<file path="src/shared/bsfl_map.vh">
// Purpose: constants for the boot source and flash loader
// Assumes: 250 MHz system clock, 32-bit local bus addresses
// Notes:   addresses, codes and register fields are named here; state codes stay in bsfl_top
`ifndef BSFL_MAP_VH
`define BSFL_MAP_VH

// shared dram and flash addresses
`define BSFL_DRAM_WORD0     32'h8000_0000
`define BSFL_DRAM_WORD1     32'h8000_0001
`define BSFL_FLASH_BASE     32'h00b0_0000
`define BSFL_FLASH_WORD1    32'h00b0_0001
`define BSFL_SECTOR_SHIFT   16
`define BSFL_SECTOR_BITS    3
`define BSFL_FLASH_SECTORS  8

// data codes found in the first words
`define BSFL_BOOT_FLAG      32'ha55a_5aa5
`define BSFL_BLOCK_CODE     32'hc33c_3cc3

// local memory interface control word
`define BSFL_LMI_RESET      32'h0000_0000
`define BSFL_LMI_EXPANSION  32'h3def_0000

// boot source codes
`define BSFL_SRC_NONE       3'h0
`define BSFL_SRC_ROM        3'h1
`define BSFL_SRC_DRAM       3'h2
`define BSFL_SRC_FLASH      3'h3
`define BSFL_SRC_COMM       3'h4

// strap values
`define BSFL_STRAP_ROM      1'b0
`define BSFL_STRAP_COMM     1'b1

// comm ports
`define BSFL_COMM_PORTS     6
`define BSFL_PORT_BITS      3

// register byte offsets
`define BSFL_REG_CTRL       8'h00
`define BSFL_REG_STATUS     8'h04
`define BSFL_REG_BOOT_ADDR  8'h08
`define BSFL_REG_LMI        8'h0c
`define BSFL_REG_ERASE_ADDR 8'h10

// control register fields
`define BSFL_CTRL_RESTART   0
`define BSFL_CTRL_ERASE     1
`define BSFL_CTRL_SECT_LO   4

// status register fields
`define BSFL_ST_STATE_LO    0
`define BSFL_ST_SRC_LO      8
`define BSFL_ST_PORT_LO     12
`define BSFL_ST_BUSY        16
`define BSFL_ST_ERASE_ERR   17
`define BSFL_ST_LED         18

// axi responses
`define BSFL_RESP_OKAY      2'h0
`define BSFL_RESP_SLVERR    2'h2

// timing: led half period for about 5 Hz blink
`define BSFL_CLK_KHZ        250000
`define BSFL_BLINK_HALF_MS  100
`define BSFL_BLINK_HALF_CYC (`BSFL_BLINK_HALF_MS * `BSFL_CLK_KHZ)

`endif
</file>
<file path="src/hdl/bsfl_flash_decode.v">
// Purpose: flash window decode and sector start address
// Assumes: sectors are 64k words (one bus address per word) and contiguous from the flash base
// Notes:   sector count is a parameter for the small and large options
`timescale 1ns/1ps
`include "bsfl_map.vh"

module bsfl_flash_decode #(
    parameter SECTORS = `BSFL_FLASH_SECTORS
) (
    // sector query
    input  wire [`BSFL_SECTOR_BITS-1:0] sector,
    // results
    output wire                         sector_ok,
    output wire [31:0]                  sector_base
);

    // out-of-range sectors are reported, the address is still formed
    assign sector_ok   = ({29'h0, sector} < SECTORS);
    assign sector_base = `BSFL_FLASH_BASE
                       | ({29'h0, sector} << `BSFL_SECTOR_SHIFT);

endmodule // bsfl_flash_decode

</file>
<file path="src/hdl/bsfl_top.v">
// Purpose: boot source sequencer and flash erase control
// Assumes: inputs synchronous to clk_sys, memory read port answers with ack
// Notes:   registers over axi4-lite, one read and one write at a time
`timescale 1ns/1ps
`include "bsfl_map.vh"

module bsfl_top #(
    parameter SECTORS    = `BSFL_FLASH_SECTORS,
    parameter BLINK_HALF = `BSFL_BLINK_HALF_CYC
) (
    // clock and reset
    input  wire                                 clk_sys,
    input  wire                                 reset,
    // straps and panel
    input  wire                                 boot_source_strap,
    input  wire                                 erase_jumper,
    output reg                                  led,
    // comm ports
    input  wire [`BSFL_COMM_PORTS-1:0]          cp_valid,
    input  wire [`BSFL_COMM_PORTS*32-1:0]       cp_data,
    output wire [`BSFL_COMM_PORTS-1:0]          cp_ready,
    // load stream from the chosen comm port
    output reg                                  ld_valid,
    output reg  [31:0]                          ld_data,
    input  wire                                 ld_ready,
    // local bus word read (dram and flash)
    output wire                                 rd_req,
    output reg  [31:0]                          rd_addr,
    input  wire [31:0]                          rd_data,
    input  wire                                 rd_ack,
    // flash erase port
    output wire                                 fl_erase_req,
    output reg                                  fl_erase_all,
    output reg  [31:0]                          fl_erase_addr,
    input  wire                                 fl_erase_done,
    // boot hand-off
    output reg                                  boot_go,
    output reg  [2:0]                           boot_src,
    output reg  [31:0]                          boot_addr,
    output reg  [31:0]                          lmi_ctrl,
    // axi4-lite slave
    input  wire [7:0]                           s_axi_awaddr,
    input  wire                                 s_axi_awvalid,
    output wire                                 s_axi_awready,
    input  wire [31:0]                          s_axi_wdata,
    input  wire [3:0]                           s_axi_wstrb,
    input  wire                                 s_axi_wvalid,
    output wire                                 s_axi_wready,
    output reg  [1:0]                           s_axi_bresp,
    output reg                                  s_axi_bvalid,
    input  wire                                 s_axi_bready,
    input  wire [7:0]                           s_axi_araddr,
    input  wire                                 s_axi_arvalid,
    output wire                                 s_axi_arready,
    output reg  [31:0]                          s_axi_rdata,
    output reg  [1:0]                           s_axi_rresp,
    output reg                                  s_axi_rvalid,
    input  wire                                 s_axi_rready
);

    // sequencer states
    localparam [3:0] ST_START     = 4'h0;
    localparam [3:0] ST_ERASE_ALL = 4'h1;
    localparam [3:0] ST_DRAM0     = 4'h2;
    localparam [3:0] ST_DRAM1     = 4'h3;
    localparam [3:0] ST_FLASH0    = 4'h4;
    localparam [3:0] ST_FLASH1    = 4'h5;
    localparam [3:0] ST_COMM_WAIT = 4'h6;
    localparam [3:0] ST_COMM_LOAD = 4'h7;
    localparam [3:0] ST_BOOTED    = 4'h8;
    localparam [3:0] ST_ROM       = 4'h9;
    localparam [3:0] ST_SECT_ERA  = 4'ha;

    reg  [3:0]                  state;
    reg                         erase_armed;
    reg                         erase_err;
    reg  [`BSFL_PORT_BITS-1:0]  port_sel;
    reg  [31:0]                 blink_cnt;
    reg                         restart_pulse;
    reg                         erase_pulse;
    reg  [`BSFL_SECTOR_BITS-1:0] erase_sector;
    reg                         aw_held;
    reg                         w_held;
    reg  [7:0]                  aw_addr;
    reg  [31:0]                 w_data;
    reg  [3:0]                  w_strb;
    reg  [31:0]                 next_rdata;
    reg  [1:0]                  next_rresp;
    reg                         next_found;
    reg  [`BSFL_PORT_BITS-1:0]  next_port;
    reg  [31:0]                 sel_data;
    wire                        sector_ok;
    wire [31:0]                 sector_base;
    wire                        take_word;
    wire                        busy;
    integer                     i;

    ////////////////////////////////////////////////////////////////////////
    // flash sector decode

    bsfl_flash_decode #(
        .SECTORS     (SECTORS)
    ) u_decode (
        .sector      (erase_sector),
        .sector_ok   (sector_ok),
        .sector_base (sector_base)
    );

    ////////////////////////////////////////////////////////////////////////
    // comm port selection

    // lowest index wins when several ports start in the same cycle
    always @* begin
        next_found = 1'b0;
        next_port  = {`BSFL_PORT_BITS{1'b0}};
        for (i = `BSFL_COMM_PORTS - 1; i >= 0; i = i - 1) begin
            if (cp_valid[i]) begin
                next_found = 1'b1;
                next_port  = i[`BSFL_PORT_BITS-1:0];
            end
        end
    end

    // data of the locked port only
    always @* begin
        sel_data = 32'h0;
        for (i = 0; i < `BSFL_COMM_PORTS; i = i + 1) begin
            if (port_sel == i[`BSFL_PORT_BITS-1:0]) begin
                sel_data = cp_data[i*32 +: 32];
            end
        end
    end

    // other ports are never drained once one is locked
    assign take_word = (state == ST_COMM_LOAD) && (!ld_valid || ld_ready);
    genvar g;
    generate
        for (g = 0; g < `BSFL_COMM_PORTS; g = g + 1) begin : g_ready
            assign cp_ready[g] = take_word && (port_sel == g);
        end
    endgenerate

    ////////////////////////////////////////////////////////////////////////
    // handshake outputs

    assign rd_req = (state == ST_DRAM0) || (state == ST_DRAM1)
                 || (state == ST_FLASH0) || (state == ST_FLASH1);
    assign fl_erase_req = (state == ST_ERASE_ALL) || (state == ST_SECT_ERA);
    assign busy = (state != ST_ROM) && (state != ST_BOOTED)
               && (state != ST_COMM_LOAD);

    ////////////////////////////////////////////////////////////////////////
    // boot sequencer

    always @(posedge clk_sys) begin
        if (reset) begin
            state         <= ST_START;
            erase_armed   <= 1'b0;
            erase_err     <= 1'b0;
            port_sel      <= {`BSFL_PORT_BITS{1'b0}};
            rd_addr       <= 32'h0;
            fl_erase_all  <= 1'b0;
            fl_erase_addr <= 32'h0;
            boot_go       <= 1'b0;
            boot_src      <= `BSFL_SRC_NONE;
            boot_addr     <= 32'h0;
            lmi_ctrl      <= `BSFL_LMI_RESET;
            ld_valid      <= 1'b0;
            ld_data       <= 32'h0;
        end else begin
            boot_go <= 1'b0;
            if (ld_valid && ld_ready) begin
                ld_valid <= 1'b0;
            end
            case (state)
                // jumper is sampled on the first edge after reset release
                ST_START: begin
                    boot_src <= `BSFL_SRC_NONE;
                    if (erase_jumper && !erase_armed) begin
                        erase_armed   <= 1'b1;
                        fl_erase_all  <= 1'b1;
                        fl_erase_addr <= `BSFL_FLASH_BASE;
                        state         <= ST_ERASE_ALL;
                    end else if (boot_source_strap == `BSFL_STRAP_COMM) begin
                        state <= ST_COMM_WAIT;
                    end else begin
                        rd_addr <= `BSFL_DRAM_WORD0;
                        state   <= ST_DRAM0;
                    end
                end
                ST_ERASE_ALL: begin
                    if (fl_erase_done) begin
                        fl_erase_all <= 1'b0;
                        state        <= ST_START;
                    end
                end
                // dram flag is looked at before anything in flash
                ST_DRAM0: begin
                    if (rd_ack) begin
                        if (rd_data == `BSFL_BOOT_FLAG) begin
                            rd_addr <= `BSFL_DRAM_WORD1;
                            state   <= ST_DRAM1;
                        end else if (rd_data == `BSFL_BLOCK_CODE) begin
                            lmi_ctrl <= `BSFL_LMI_EXPANSION;
                            boot_src <= `BSFL_SRC_ROM;
                            state    <= ST_ROM;
                        end else begin
                            rd_addr <= `BSFL_FLASH_BASE;
                            state   <= ST_FLASH0;
                        end
                    end
                end
                ST_DRAM1: begin
                    if (rd_ack) begin
                        boot_addr <= rd_data;
                        boot_src  <= `BSFL_SRC_DRAM;
                        boot_go   <= 1'b1;
                        state     <= ST_BOOTED;
                    end
                end
                ST_FLASH0: begin
                    if (rd_ack) begin
                        if (rd_data == `BSFL_BOOT_FLAG) begin
                            rd_addr <= `BSFL_FLASH_WORD1;
                            state   <= ST_FLASH1;
                        end else begin
                            lmi_ctrl <= `BSFL_LMI_EXPANSION;
                            boot_src <= `BSFL_SRC_ROM;
                            state    <= ST_ROM;
                        end
                    end
                end
                // second image word holds the code start address
                ST_FLASH1: begin
                    if (rd_ack) begin
                        boot_addr <= rd_data;
                        boot_src  <= `BSFL_SRC_FLASH;
                        boot_go   <= 1'b1;
                        state     <= ST_BOOTED;
                    end
                end
                ST_COMM_WAIT: begin
                    if (next_found) begin
                        port_sel  <= next_port;
                        boot_src  <= `BSFL_SRC_COMM;
                        boot_addr <= 32'h0;
                        boot_go   <= 1'b1;
                        state     <= ST_COMM_LOAD;
                    end
                end
                // whole program comes from the locked port until restart
                ST_COMM_LOAD: begin
                    if (take_word && cp_valid[port_sel]) begin
                        ld_valid <= 1'b1;
                        ld_data  <= sel_data;
                    end
                end
                ST_SECT_ERA: begin
                    if (fl_erase_done) begin
                        state <= ST_ROM;
                    end
                end
                default: begin
                    state <= state;
                end
            endcase
            // sector erase only from the settled rom program
            if (erase_pulse && (state == ST_ROM)) begin
                if (sector_ok) begin
                    erase_err     <= 1'b0;
                    fl_erase_addr <= sector_base;
                    state         <= ST_SECT_ERA;
                end else begin
                    erase_err <= 1'b1;
                end
            end
            if (restart_pulse && !fl_erase_req) begin
                ld_valid <= 1'b0;
                state    <= ST_START;
            end
        end
    end

    ////////////////////////////////////////////////////////////////////////
    // panel led: lit until the rom program runs, blinking there

    always @(posedge clk_sys) begin
        if (reset) begin
            led       <= 1'b1;
            blink_cnt <= 32'h0;
        end else if (state != ST_ROM) begin
            led       <= 1'b1;
            blink_cnt <= 32'h0;
        end else if (blink_cnt == BLINK_HALF - 1) begin
            led       <= ~led;
            blink_cnt <= 32'h0;
        end else begin
            blink_cnt <= blink_cnt + 32'h1;
        end
    end

    ////////////////////////////////////////////////////////////////////////
    // axi4-lite write side

    assign s_axi_awready = !aw_held && !s_axi_bvalid;
    assign s_axi_wready  = !w_held && !s_axi_bvalid;

    always @(posedge clk_sys) begin
        if (reset) begin
            aw_held       <= 1'b0;
            w_held        <= 1'b0;
            aw_addr       <= 8'h0;
            w_data        <= 32'h0;
            w_strb        <= 4'h0;
            s_axi_bvalid  <= 1'b0;
            s_axi_bresp   <= `BSFL_RESP_OKAY;
            restart_pulse <= 1'b0;
            erase_pulse   <= 1'b0;
            erase_sector  <= {`BSFL_SECTOR_BITS{1'b0}};
        end else begin
            restart_pulse <= 1'b0;
            erase_pulse   <= 1'b0;
            if (s_axi_awvalid && s_axi_awready) begin
                aw_held <= 1'b1;
                aw_addr <= s_axi_awaddr;
            end
            if (s_axi_wvalid && s_axi_wready) begin
                w_held <= 1'b1;
                w_data <= s_axi_wdata;
                w_strb <= s_axi_wstrb;
            end
            if (aw_held && w_held && !s_axi_bvalid) begin
                aw_held      <= 1'b0;
                w_held       <= 1'b0;
                s_axi_bvalid <= 1'b1;
                if (aw_addr == `BSFL_REG_CTRL) begin
                    s_axi_bresp <= `BSFL_RESP_OKAY;
                    if (w_strb[0]) begin
                        restart_pulse <= w_data[`BSFL_CTRL_RESTART];
                        erase_pulse   <= w_data[`BSFL_CTRL_ERASE];
                        erase_sector  <= w_data[`BSFL_CTRL_SECT_LO +:
                                                `BSFL_SECTOR_BITS];
                    end
                end else begin
                    s_axi_bresp <= `BSFL_RESP_SLVERR;
                end
            end
            if (s_axi_bvalid && s_axi_bready) begin
                s_axi_bvalid <= 1'b0;
            end
        end
    end

    ////////////////////////////////////////////////////////////////////////
    // axi4-lite read side

    assign s_axi_arready = !s_axi_rvalid;

    always @* begin
        next_rdata = 32'h0;
        next_rresp = `BSFL_RESP_OKAY;
        case (s_axi_araddr)
            `BSFL_REG_CTRL: begin
                next_rdata[`BSFL_CTRL_SECT_LO +: `BSFL_SECTOR_BITS] = erase_sector;
            end
            `BSFL_REG_STATUS: begin
                next_rdata[`BSFL_ST_STATE_LO +: 4] = state;
                next_rdata[`BSFL_ST_SRC_LO +: 3]   = boot_src;
                next_rdata[`BSFL_ST_PORT_LO +: `BSFL_PORT_BITS] = port_sel;
                next_rdata[`BSFL_ST_BUSY]      = busy;
                next_rdata[`BSFL_ST_ERASE_ERR] = erase_err;
                next_rdata[`BSFL_ST_LED]       = led;
            end
            `BSFL_REG_BOOT_ADDR: begin
                next_rdata = boot_addr;
            end
            `BSFL_REG_LMI: begin
                next_rdata = lmi_ctrl;
            end
            `BSFL_REG_ERASE_ADDR: begin
                next_rdata = fl_erase_addr;
            end
            default: begin
                next_rresp = `BSFL_RESP_SLVERR;
            end
        endcase
    end

    always @(posedge clk_sys) begin
        if (reset) begin
            s_axi_rvalid <= 1'b0;
            s_axi_rdata  <= 32'h0;
            s_axi_rresp  <= `BSFL_RESP_OKAY;
        end else if (s_axi_arvalid && s_axi_arready) begin
            s_axi_rvalid <= 1'b1;
            s_axi_rdata  <= next_rdata;
            s_axi_rresp  <= next_rresp;
        end else if (s_axi_rvalid && s_axi_rready) begin
            s_axi_rvalid <= 1'b0;
        end
    end

endmodule // bsfl_top

</file>
<file path="config.mk">
export PLATFORM = sky130hd
export DESIGN_NAME = bsfl_top
export DESIGN_NICKNAME = d
export VERILOG_FILES = /design/src/hdl/bsfl_flash_decode.v /design/src/hdl/bsfl_top.v
export VERILOG_INCLUDE_DIRS = /design/src /design/src/shared
export SDC_FILE = /design/constraint.sdc
export NUM_CORES = 1
export LEC_CHECK = 0
export BUFFER_PORTS_ARGS = -buffer_cell sky130_fd_sc_hd__buf_2
export CORE_AREA = 2 2 201 203
export CTS_CLUSTER_SIZE = 28
export DETAILED_ROUTE_END_ITERATION = 10
export DIE_AREA = 0 0 203 205
export HOLD_SLACK_MARGIN = 0.08
export SETUP_SLACK_MARGIN = 0.05
export SLEW_MARGIN = 20
export SYNTH_ARGS = -nofsm -noshare
export SYNTH_HDL_FRONTEND = slang
export SYNTH_SLANG_ARGS = --single-unit
</file>
<file path="constraint.sdc">
create_clock -name clk_sys -period 2.9 [get_ports clk_sys]
set_clock_uncertainty 0.2 [all_clocks]
set_input_delay 0.29 -clock clk_sys [delete_from_list [all_inputs] [get_ports clk_sys]]
set_output_delay 0.29 -clock clk_sys [all_outputs]
set_load 0.02 [all_outputs]
</file>
Yosys cells after proc, flatten, opt, wreduce, memory -nomap -nowiden

Index checks and enable logic that the tools add are counted.

Flip-flop bits (word level): 242
Bits in latches: 0
Bits in writable memories: 0
ROM bits: 0
Output and inout port bits: 216
Logic and storage cells: 234
Memories kept: 0

Add/sub/neg operators: 1
Multiply operators: 0
Div/mod/pow operators: 0
Magnitude comparators: 1
Equal/unequal tests: 46
Shift operators: 0
Mux-type cells: 84
Bitwise gates (word level): 4
Reductions and logical operators: 70

Operator list:

| operator                                               | number |
|---|---|
| 2-to-1 mux 32 bit                                      | 20 |
| one-hot mux 32 bit (2 select lines)                    | 2 |
| one-hot mux 32 bit (3 select lines)                    | 1 |
| 2-to-1 mux 24 bit                                      | 3 |
| == test 32 bit (second input constant)                 | 2 |
| 2-to-1 mux 3 bit                                       | 16 |
| 2-to-1 mux 4 bit                                       | 10 |
| one-hot mux 13 bit (3 select lines)                    | 1 |
| adder 32 x 1 -> 32 bit (second input constant)         | 1 |
| == test 32 x 25 -> 1 bit (second input constant)       | 1 |
| one-hot mux 4 bit (7 select lines)                     | 1 |
| one-hot mux 3 bit (3 select lines)                     | 3 |
| inequality test 2 bit (second input constant)          | 12 |
| logical AND 1 bit                                      | 23 |
| AND reduction 7 bit                                    | 3 |
| one-hot mux 3 bit (6 select lines)                     | 1 |
| == test 4 x 3 -> 1 bit (second input constant)         | 4 |
| == test 8 x 4 -> 1 bit (second input constant)         | 2 |
| zero test 8 bit                                        | 2 |
| 2-to-1 mux 1 bit                                       | 16 |
| inequality test 3 x 2 -> 1 bit (second input constant) | 4 |
| one-hot mux 3 bit (4 select lines)                     | 1 |
| one-hot mux 4 bit (3 select lines)                     | 1 |
| nonzero test 2 bit                                     | 6 |
| other kinds (34)                                       | 70 |

Depth between registers and ports, before layout

Gate-level depths: netlist of run 1.

Depth in word-level cells: 9
Mapped depth: 8
Mapped depth without buffers: 5

Modules after synthesis

From an unflattened synthesis of run 1, not the netlist that was laid out.

Cell total of the unflattened synthesis: 1280
Area total of the unflattened synthesis: 10468.8 um2

By module, submodules not included:

| module            | instances | cells each | area each (um2) |
|---|---|---|---|
| bsfl_top          | 1         | 1245       | 10213.5 |
| bsfl_flash_decode | 1         | 35         | 255.2 |

Worst setup path after synthesis of run 1

No wires, ideal clock.

Path kind: register to output
Start: reg port_sel[0]
End: out cp_ready[0]
Arrival: 1547 ps
Path slack: 863 ps
Cell stages (with the launch flop): 6
Cell sequence: dfxtp_1 buf_2 nor3_2 buf_2 buf_2 nor2b_1

Word-level cells in the longest chain between the ends: 2

RTL lines:

| item                   | line           | RTL |
|---|---|---|
| from (decl)            | bsfl_top.v:77  | `` reg [`BSFL_PORT_BITS-1:0] port_sel; `` |
| from (signal assigned) | bsfl_top.v:160 | `` port_sel <= {`BSFL_PORT_BITS{1'b0}}; `` |
| from (signal assigned) | bsfl_top.v:244 | `port_sel <= next_port;` |
| zero test 3 bit        | bsfl_top.v:139 | `assign cp_ready[g] = take_word && (port_sel == g);` |
| logical AND 1 bit      | bsfl_top.v:139 |  |
| to (decl)              | bsfl_top.v:21  | `` output wire [`BSFL_COMM_PORTS-1:0] cp_ready, `` |

No other way between the ends.

Final worst setup path of run 1

Start: reg port_sel[0]
End: reg ld_data[23]

Word-level cells in the longest chain between the ends: 7

RTL lines:

| item                            | line           | RTL |
|---|---|---|
| zero test 3 bit                 | bsfl_top.v:128 | `` if (port_sel == i[`BSFL_PORT_BITS-1:0]) begin `` |
| 2-to-1 mux 32 bit (6 in series) | bsfl_top.v:128 |  |
| to (signal assigned)            | bsfl_top.v:255 | `ld_data <= sel_data;` |
| to (decl)                       | bsfl_top.v:24  | `output reg [31:0] ld_data,` |

Parallel ways exist; a longest one is shown, timed or not. The select of a mux whose other input is x is not followed.
A chain may end at the register's enable or synchronous reset.

==> results.py, run 1 <==
metrics = {
    "cts": {
        "cts_tree": "done",
        "cts_root_buffer": "clkbuf_16",
        "clock_path_buffers": 2,
        "cts_sinks": 176,
        "path_clk_slew_ps": 80,
        "numCtsBuffers": 17,
        "clk_latency_ps": 450,
        "htreeDepth": 4,
    },
    "power": {
        "ir_drop_mv": 0.391,
        "power-per-cell-area_mw_per_mm2": 515,
        "p_leak_uw": 0.00581,
    },
    "place": {
        "detailed_place_hpwl_um": 26500,
        "portBuffers": 404,
        "globalplace.congestion": 0.842,
    },
    "min_path": {
        "hold_class": "input port to flop",
    },
    "timing": {
        "rsz0062_at_grt": "true",
        "hold_viol": 0,
        "fin_crit_sh": 0.936,
        "tightest_slew_ps": 686,
        "setup_viol": 0,
        "fmaxAchievable_mhz": 368,
        "period_needed_ps": 2720,
        "drv_slew": 0,
        "slew_headroom": 0.542,
        "fin_setup_tns_ps": 0,
    },
    "global_routing": {
        "met1_usage": 0.203,
        "overflow": 0,
        "grt_use_met2": 0.297,
        "antenna_found_initial": 1,
        "grt_pass1_wl_um": 55500,
        "track_usage": 0.170,
        "gr-usage-met3": 0.0367,
        "grt_pass1_vias": 9949,
        "grt_max_degree": 125,
        "top_usage_layer": "met2",
    },
    "cells_and_area": {
        "syn2layout_area_growth_pct": 47.5,
        "fin_util": 0.351,
        "nets": 1914,
        "n_antenna_cell": 0,
        "layout-drive-gt1-share": 0.315,
    },
    "detailed_routing": {
        "dr.pass1.iters": 5,
        "wirelength_um": 38000,
        "drt_iter0_drc": 879,
        "vias": 10393,
        "drc_errors": 0,
        "wire_per_inst_um": 17.6,
        "final_antenna_net_count": 0,
        "viasPerCell": 4.82,
    },
    "floorplan": {
        "core_area_mm2": 0.0394,
        "start_util": 0.238,
        "dieHeight_um": 205,
        "io_pins": 510,
        "rows": 73,
        "die_w_um": 203,
        "die_area_mm2": 0.0416,
    },
    "outcome": {
        "status": "complete, no violations",
    },
    "setup_path": {
        "worstSetupStartpointType": "flop",
        "worstPathRequired_ps": 3060,
        "end_kind": "flop",
        "crit_fanout": 8,
        "critPathArrivalTime_ps": 2870,
        "path_class": "flop to flop",
    },
    "logic_synthesis": {
        "yosys-top-cells-area": "dfxtp_1 38%, buf_4 8.1%, nor2_1 6.4%",
        "synth_edf_count": 0,
        "yosysTopAreaCell": "dfxtp_1",
        "ys_seq_area_frac": 0.376,
        "synth_warnings": 0,
        "async_flop_share": 0,
        "synth_ff_type": "dfxtp_1",
        "synth_top_area_frac": 0.376,
        "synth_area_per_cell_um2": 8.56,
        "synth_area_mm2": 0.00938,
        "synth-seq-cells": 176,
        "yosysUniqueCellTypes": 72,
        "synth_cells": 1095,
    },
    "run": {
        "cap_viol_max_count": 0,
    },
}
cells by family (layout without fill, tap and decap cells):
| family | count (synthesis) | in the layout | share of synthesized area |
|---|---|---|---|
| AOI/OAI and AO/OA | 273 | 273 | 0.215 |
| xor gates and xnor gates | 33 | 33 | 0.0308 |
| adders and majority gates | 1 | 1 | 0.00133 |
| buffers and inverters | 186 | 648 | 0.119 |
| DFF | 176 | 176 | 0.376 |
| muxes | 14 | 14 | 0.0171 |
| other | 1 | 75 | 0.000400 |
| and+or+nand+nor | 411 | 412 | 0.241 |
cell usage after synthesis (12+ instances only):
cell type,instances
nor3b_1,33
a22o_1,34
dfxtp_1,176
nand2_1,54
nand2b_1,12
nand3_1,27
nor2b_1,12
clkbuf_1,46
nor3_1,26
a22oi_1,40
buf_2,21
xnor2_1,25
a221oi_1,47
a311oi_1,33
a21oi_1,72
inv_1,13
buf_4,101
nor2_1,159
through the flow:
stage	cell area [um2]	hold WS [ps]	total power [uW]	setup slack, ps	cells
floorplan	9650	190	4100	863	1169
CTS	13800	80.3	7180	61.5	2154
global route	13800	86.5	7480	44.8	2157
global placement	11600	238	4610	542	1961
finish	13800	102	7120	185	2157
detailed placement	11600	240	4630	536	1961
layer usage:
metal,vias up,part of all wire
met5,-,0.00045
li1,4895,-
met1,4934,0.40
met2,485,0.50
met4,2,0.032
met3,77,0.071
cell type report:
| type | count | area (um2) |
|---|---|---|
| clock inverter | 15 | 148 |
| inverter | 13 | 48.8 |
| tap | 525 | 657 |
| clock buffer | 17 | 425 |
| timing repair buffer | 603 | 3970 |
| sequential | 176 | 3530 |
| multi-input combinational | 808 | 5060 |
| fill | 4006 | 25500 |
where the power goes:
group	switching [uW]	internal, uW
combinational	1220	892
sequential	144	2560
clock	1170	1140
total	2530	4590
worst max-delay path: stages, from the launching register on:
cell and delay [ps]:
dfxtp_2 370, buf_4 200, nor3b_4 440, buf_4 190, buf_4 130, a22o_1 180
a221oi_1 60, dlygate4sd3_1 580, a311oi_1 280
registers in the layout, indices dropped and copies added, names as in the netlist, 3 cells and up:
signal and count:
aw_addr 8, blink_cnt 32, rd_addr 3, boot_addr 32, state 4, boot_src 3, s_axi_rdata 32, erase_sector 3
fl_erase_addr 4, w_data 5, ld_data 32, port_sel 3
timing repair:
action / 4_1_cts / 5_1_grt
gates resized for setup: 0 / 5
endpoints found under the hold margin: 83 / 0
hold buffers: 161 / 0
setup buffers: 0 / 2
endpoints found under the setup margin: 0 / 11
worst paths after layout:
| kind | start | to | slack (ps) | cells after the start |
|---|---|---|---|---|
| min | cp_data[167] | ld_data[7] | 100 | 3 |
| max | port_sel[0] | ld_data[23] | 180 | 8 |
| max reg2reg | port_sel[0] | ld_data[23] | 180 | 8 |
| min reg2reg | s_axi_rdata[15] | s_axi_rdata[15] | 250 | 2 |
placed cells by master, fill, tap and decap left out, types with 12 or more instances in the layout:
cell and instances:
nand2_1 54, inv_1 13, a22o_1 34, a221oi_1 47, dfxtp_1 174, nor3_1 25, a21oi_1 72, nor2_1 158
nor3b_1 33, xnor2_1 25, nand2b_1 12, buf_2 403, clkbuf_16 17, a311oi_1 33, nand3_1 27, dlygate4sd3_1 161
a22oi_1 40, nor2b_1 12, conb_1 75, buf_4 34
No activity file was read; power rests on OpenSTA's default activity.
==> inputs of run 2 (changes only) <==
ABC_AREA = 1   (was not set)
CTS_CLUSTER_SIZE = 12   (was 28)
==> results.py, run 2 <==
metrics = {
    "setup_path": {
        "worstSetupStartpointType": "flop",
        "r2r_start": "port_sel[1]",
        "worstPathRequired_ps": 2410,
        "path_class": "flop to output port",
        "crit_fanout": 6,
        "critPathCapture": "cp_ready[3]",
        "critPathArrivalTime_ps": 2160,
        "reg2reg_slack_ps": 310,
        "r2r_end": "ld_data[19]",
        "crit_start": "state[2]",
        "end_kind": "output port",
        "reg2reg_depth": 9,
    },
    "cts": {
        "cts_sinks": 176,
        "cts_root_buffer": "clkbuf_16",
        "path_clk_slew_ps": 70,
        "clock_path_buffers": 2,
        "numCtsBuffers": 17,
        "cts_tree": "done",
        "clk_latency_ps": 450,
        "htreeDepth": 4,
    },
    "floorplan": {
        "die_area_mm2": 0.0416,
        "die_w_um": 203,
        "rows": 73,
        "start_util": 0.268,
        "io_pins": 510,
        "core_area_mm2": 0.0394,
        "dieHeight_um": 205,
    },
    "place": {
        "detailed_place_hpwl_um": 33000,
        "globalplace.congestion": 0.950,
        "portBuffers": 404,
        "pre_cts_slack_ps": 530,
    },
    "logic_synthesis": {
        "yosysTopAreaCell": "dfxtp_1",
        "synth_common_cells": "447 x nand2_1, 176 x dfxtp_1, 143 x nand3_1",
        "synth_area_per_cell_um2": 6.56,
        "yosys-top-cells-area": "dfxtp_1 33%, nand2_1 16%, buf_4 7.0%",
        "yosysUniqueCellTypes": 48,
        "async_flop_share": 0,
        "synth_area_mm2": 0.0105,
        "synth_ff_type": "dfxtp_1",
        "synth_warnings": 0,
        "synth-seq-cells": 176,
        "ys_seq_area_frac": 0.334,
        "synth_top_area_frac": 0.334,
        "synth_cells": 1609,
        "synth_edf_count": 0,
        "yosysMostFrequentCell": "nand2_1",
    },
    "timing": {
        "setup_viol": 0,
        "tightest_slew_ps": 852,
        "rsz0062_at_grt": "false",
        "slew_headroom": 0.432,
        "fin_crit_sh": 0.914,
        "period_needed_ps": 2650,
        "drv_slew": 0,
        "fin_setup_tns_ps": 0,
        "fmaxAchievable_mhz": 377,
        "hold_viol": 0,
        "worst_slack_ps": 248,
    },
    "power": {
        "ir_drop_mv": 0.346,
        "totalPowerFinal_uw": 7670,
        "power-per-cell-area_mw_per_mm2": 532,
        "p_leak_uw": 0.00656,
    },
    "cells_and_area": {
        "syn2layout_area_growth_pct": 36.7,
        "final_common_cell": "nand2_1",
        "nets": 2379,
        "layout.filler_cells": 4296,
        "layout_common_cells": "447 x nand2_1, 403 x buf_2, 173 x dfxtp_1",
        "layout-drive-gt1-share": 0.272,
    },
    "global_routing": {
        "track_usage": 0.196,
        "grt_pass1_wl_um": 62900,
        "grt_max_degree": 66,
        "antenna_found_initial": 8,
        "grt_pass1_vias": 11516,
        "overflow": 0,
    },
    "detailed_routing": {
        "top_layer": "met4",
        "wire_per_inst_um": 16.0,
        "dr.pass1.iters": 5,
        "drc_errors": 0,
        "viasPerCell": 4.62,
        "wl_met3_um": 2300,
        "wl_met2_um": 22000,
        "drt_iter0_drc": 634,
        "final_antenna_net_count": 0,
        "vias": 12145,
        "drt-met1-wl_um": 15500,
        "wirelength_um": 42000,
    },
    "outcome": {
        "status": "complete, no violations",
    },
    "run": {
        "cap_viol_max_count": 0,
    },
    "min_path": {
        "hold_class": "input port to flop",
    },
}
run 2: cell count changes after synthesis, moves of 29 or more:
| cell | delta |
|---|---|
| a21oi_1 | +67 |
| a21oi_2 | +30 |
| a221oi_1 | -47 |
| a22o_1 | -34 |
| a22oi_1 | -39 |
| a311oi_1 | -33 |
| inv_1 | +116 |
| nand2_1 | +393 |
| nand2_2 | +36 |
| nand3_1 | +116 |
| nand4_1 | +42 |
| nor3b_1 | -29 |
run 2: worst min-delay path by stage:
stage                       from       endpoint  slack, ps  depth (start not counted)
floorplan           s_axi_bready   s_axi_bvalid        190                          1
global placement       w_data[0]  restart_pulse        230                          2
detailed placement     w_data[0]  restart_pulse        230                          2
CTS                 cp_data[161]     ld_data[1]         80                          5
global route        cp_data[161]     ld_data[1]        130                          5
finish              cp_data[161]     ld_data[1]        100                          5
run 2: cell families after synthesis:
kind of cell | count (synthesis) | synth area share
AO/OA/AOI/OAI | 241 | 0.136
XOR/XNOR | 4 | 0.00332
adder cells (fa/ha/maj) | 1 | 0.00119
buffers and inverters | 307 | 0.155
flip-flops | 176 | 0.334
other | 1 | 0.000356
AND/OR/NAND/NOR | 879 | 0.370
run 2: critical path, stage by stage, from the launching register on:
cell	delay (ps)
dfxtp_1	400
inv_2	80
nor2_4	150
nand3_1	200
a21oi_2	310
inv_1	160
nor4_1	190
buf_2	210
run 2: area by class of cell:
type                       count  area, um2  share of cell area
clock inverter                 9        101             0.00703
inverter                     141        537              0.0372
tap                          525        657              0.0456
sequential                   176       3530               0.245
timing repair buffer         548       3430               0.238
antenna                        5       12.5            0.000868
multi-input combinational   1200       5690               0.395
clock buffer                  22        464              0.0322
run 2: report_power, final:
part	leakage (uW)	total, uW	switching, uW	internal, uW
Clock	0.000274	2290	1050	1240
Combinational	0.00485	2580	1650	934
Sequential	0.00143	2800	183	2610
Total	0.00656	7670	2880	4790
run 2: metal layers:
metal	global-route usage	vias to the layer above
li1	-	6028
met1	0.205	5562
met2	0.366	450
met3	0.0401	105
met4	0.109	0
met5	0	-
run 2: stage by stage:
stage | hold WS (ps) | cell area [um2] | util | std cells
after floorplan | 189 | 10800 | - | 1683
after global placement | 231 | 12600 | 0.320 | 2467
after detailed placement | 230 | 12600 | 0.320 | 2467
after CTS | 82.9 | 14400 | 0.365 | 2621
after global routing | 128 | 14400 | 0.366 | 2625
final | 100 | 14400 | 0.366 | 2626
run 2: what timing repair did:
action / 4_1_cts / 5_1_grt
setup endpoints to repair: 0 / 14
endpoints found under the hold margin: 89 / 0
resized for setup: 0 / 7
hold buffers: 123 / 0
setup buffers: 0 / 0
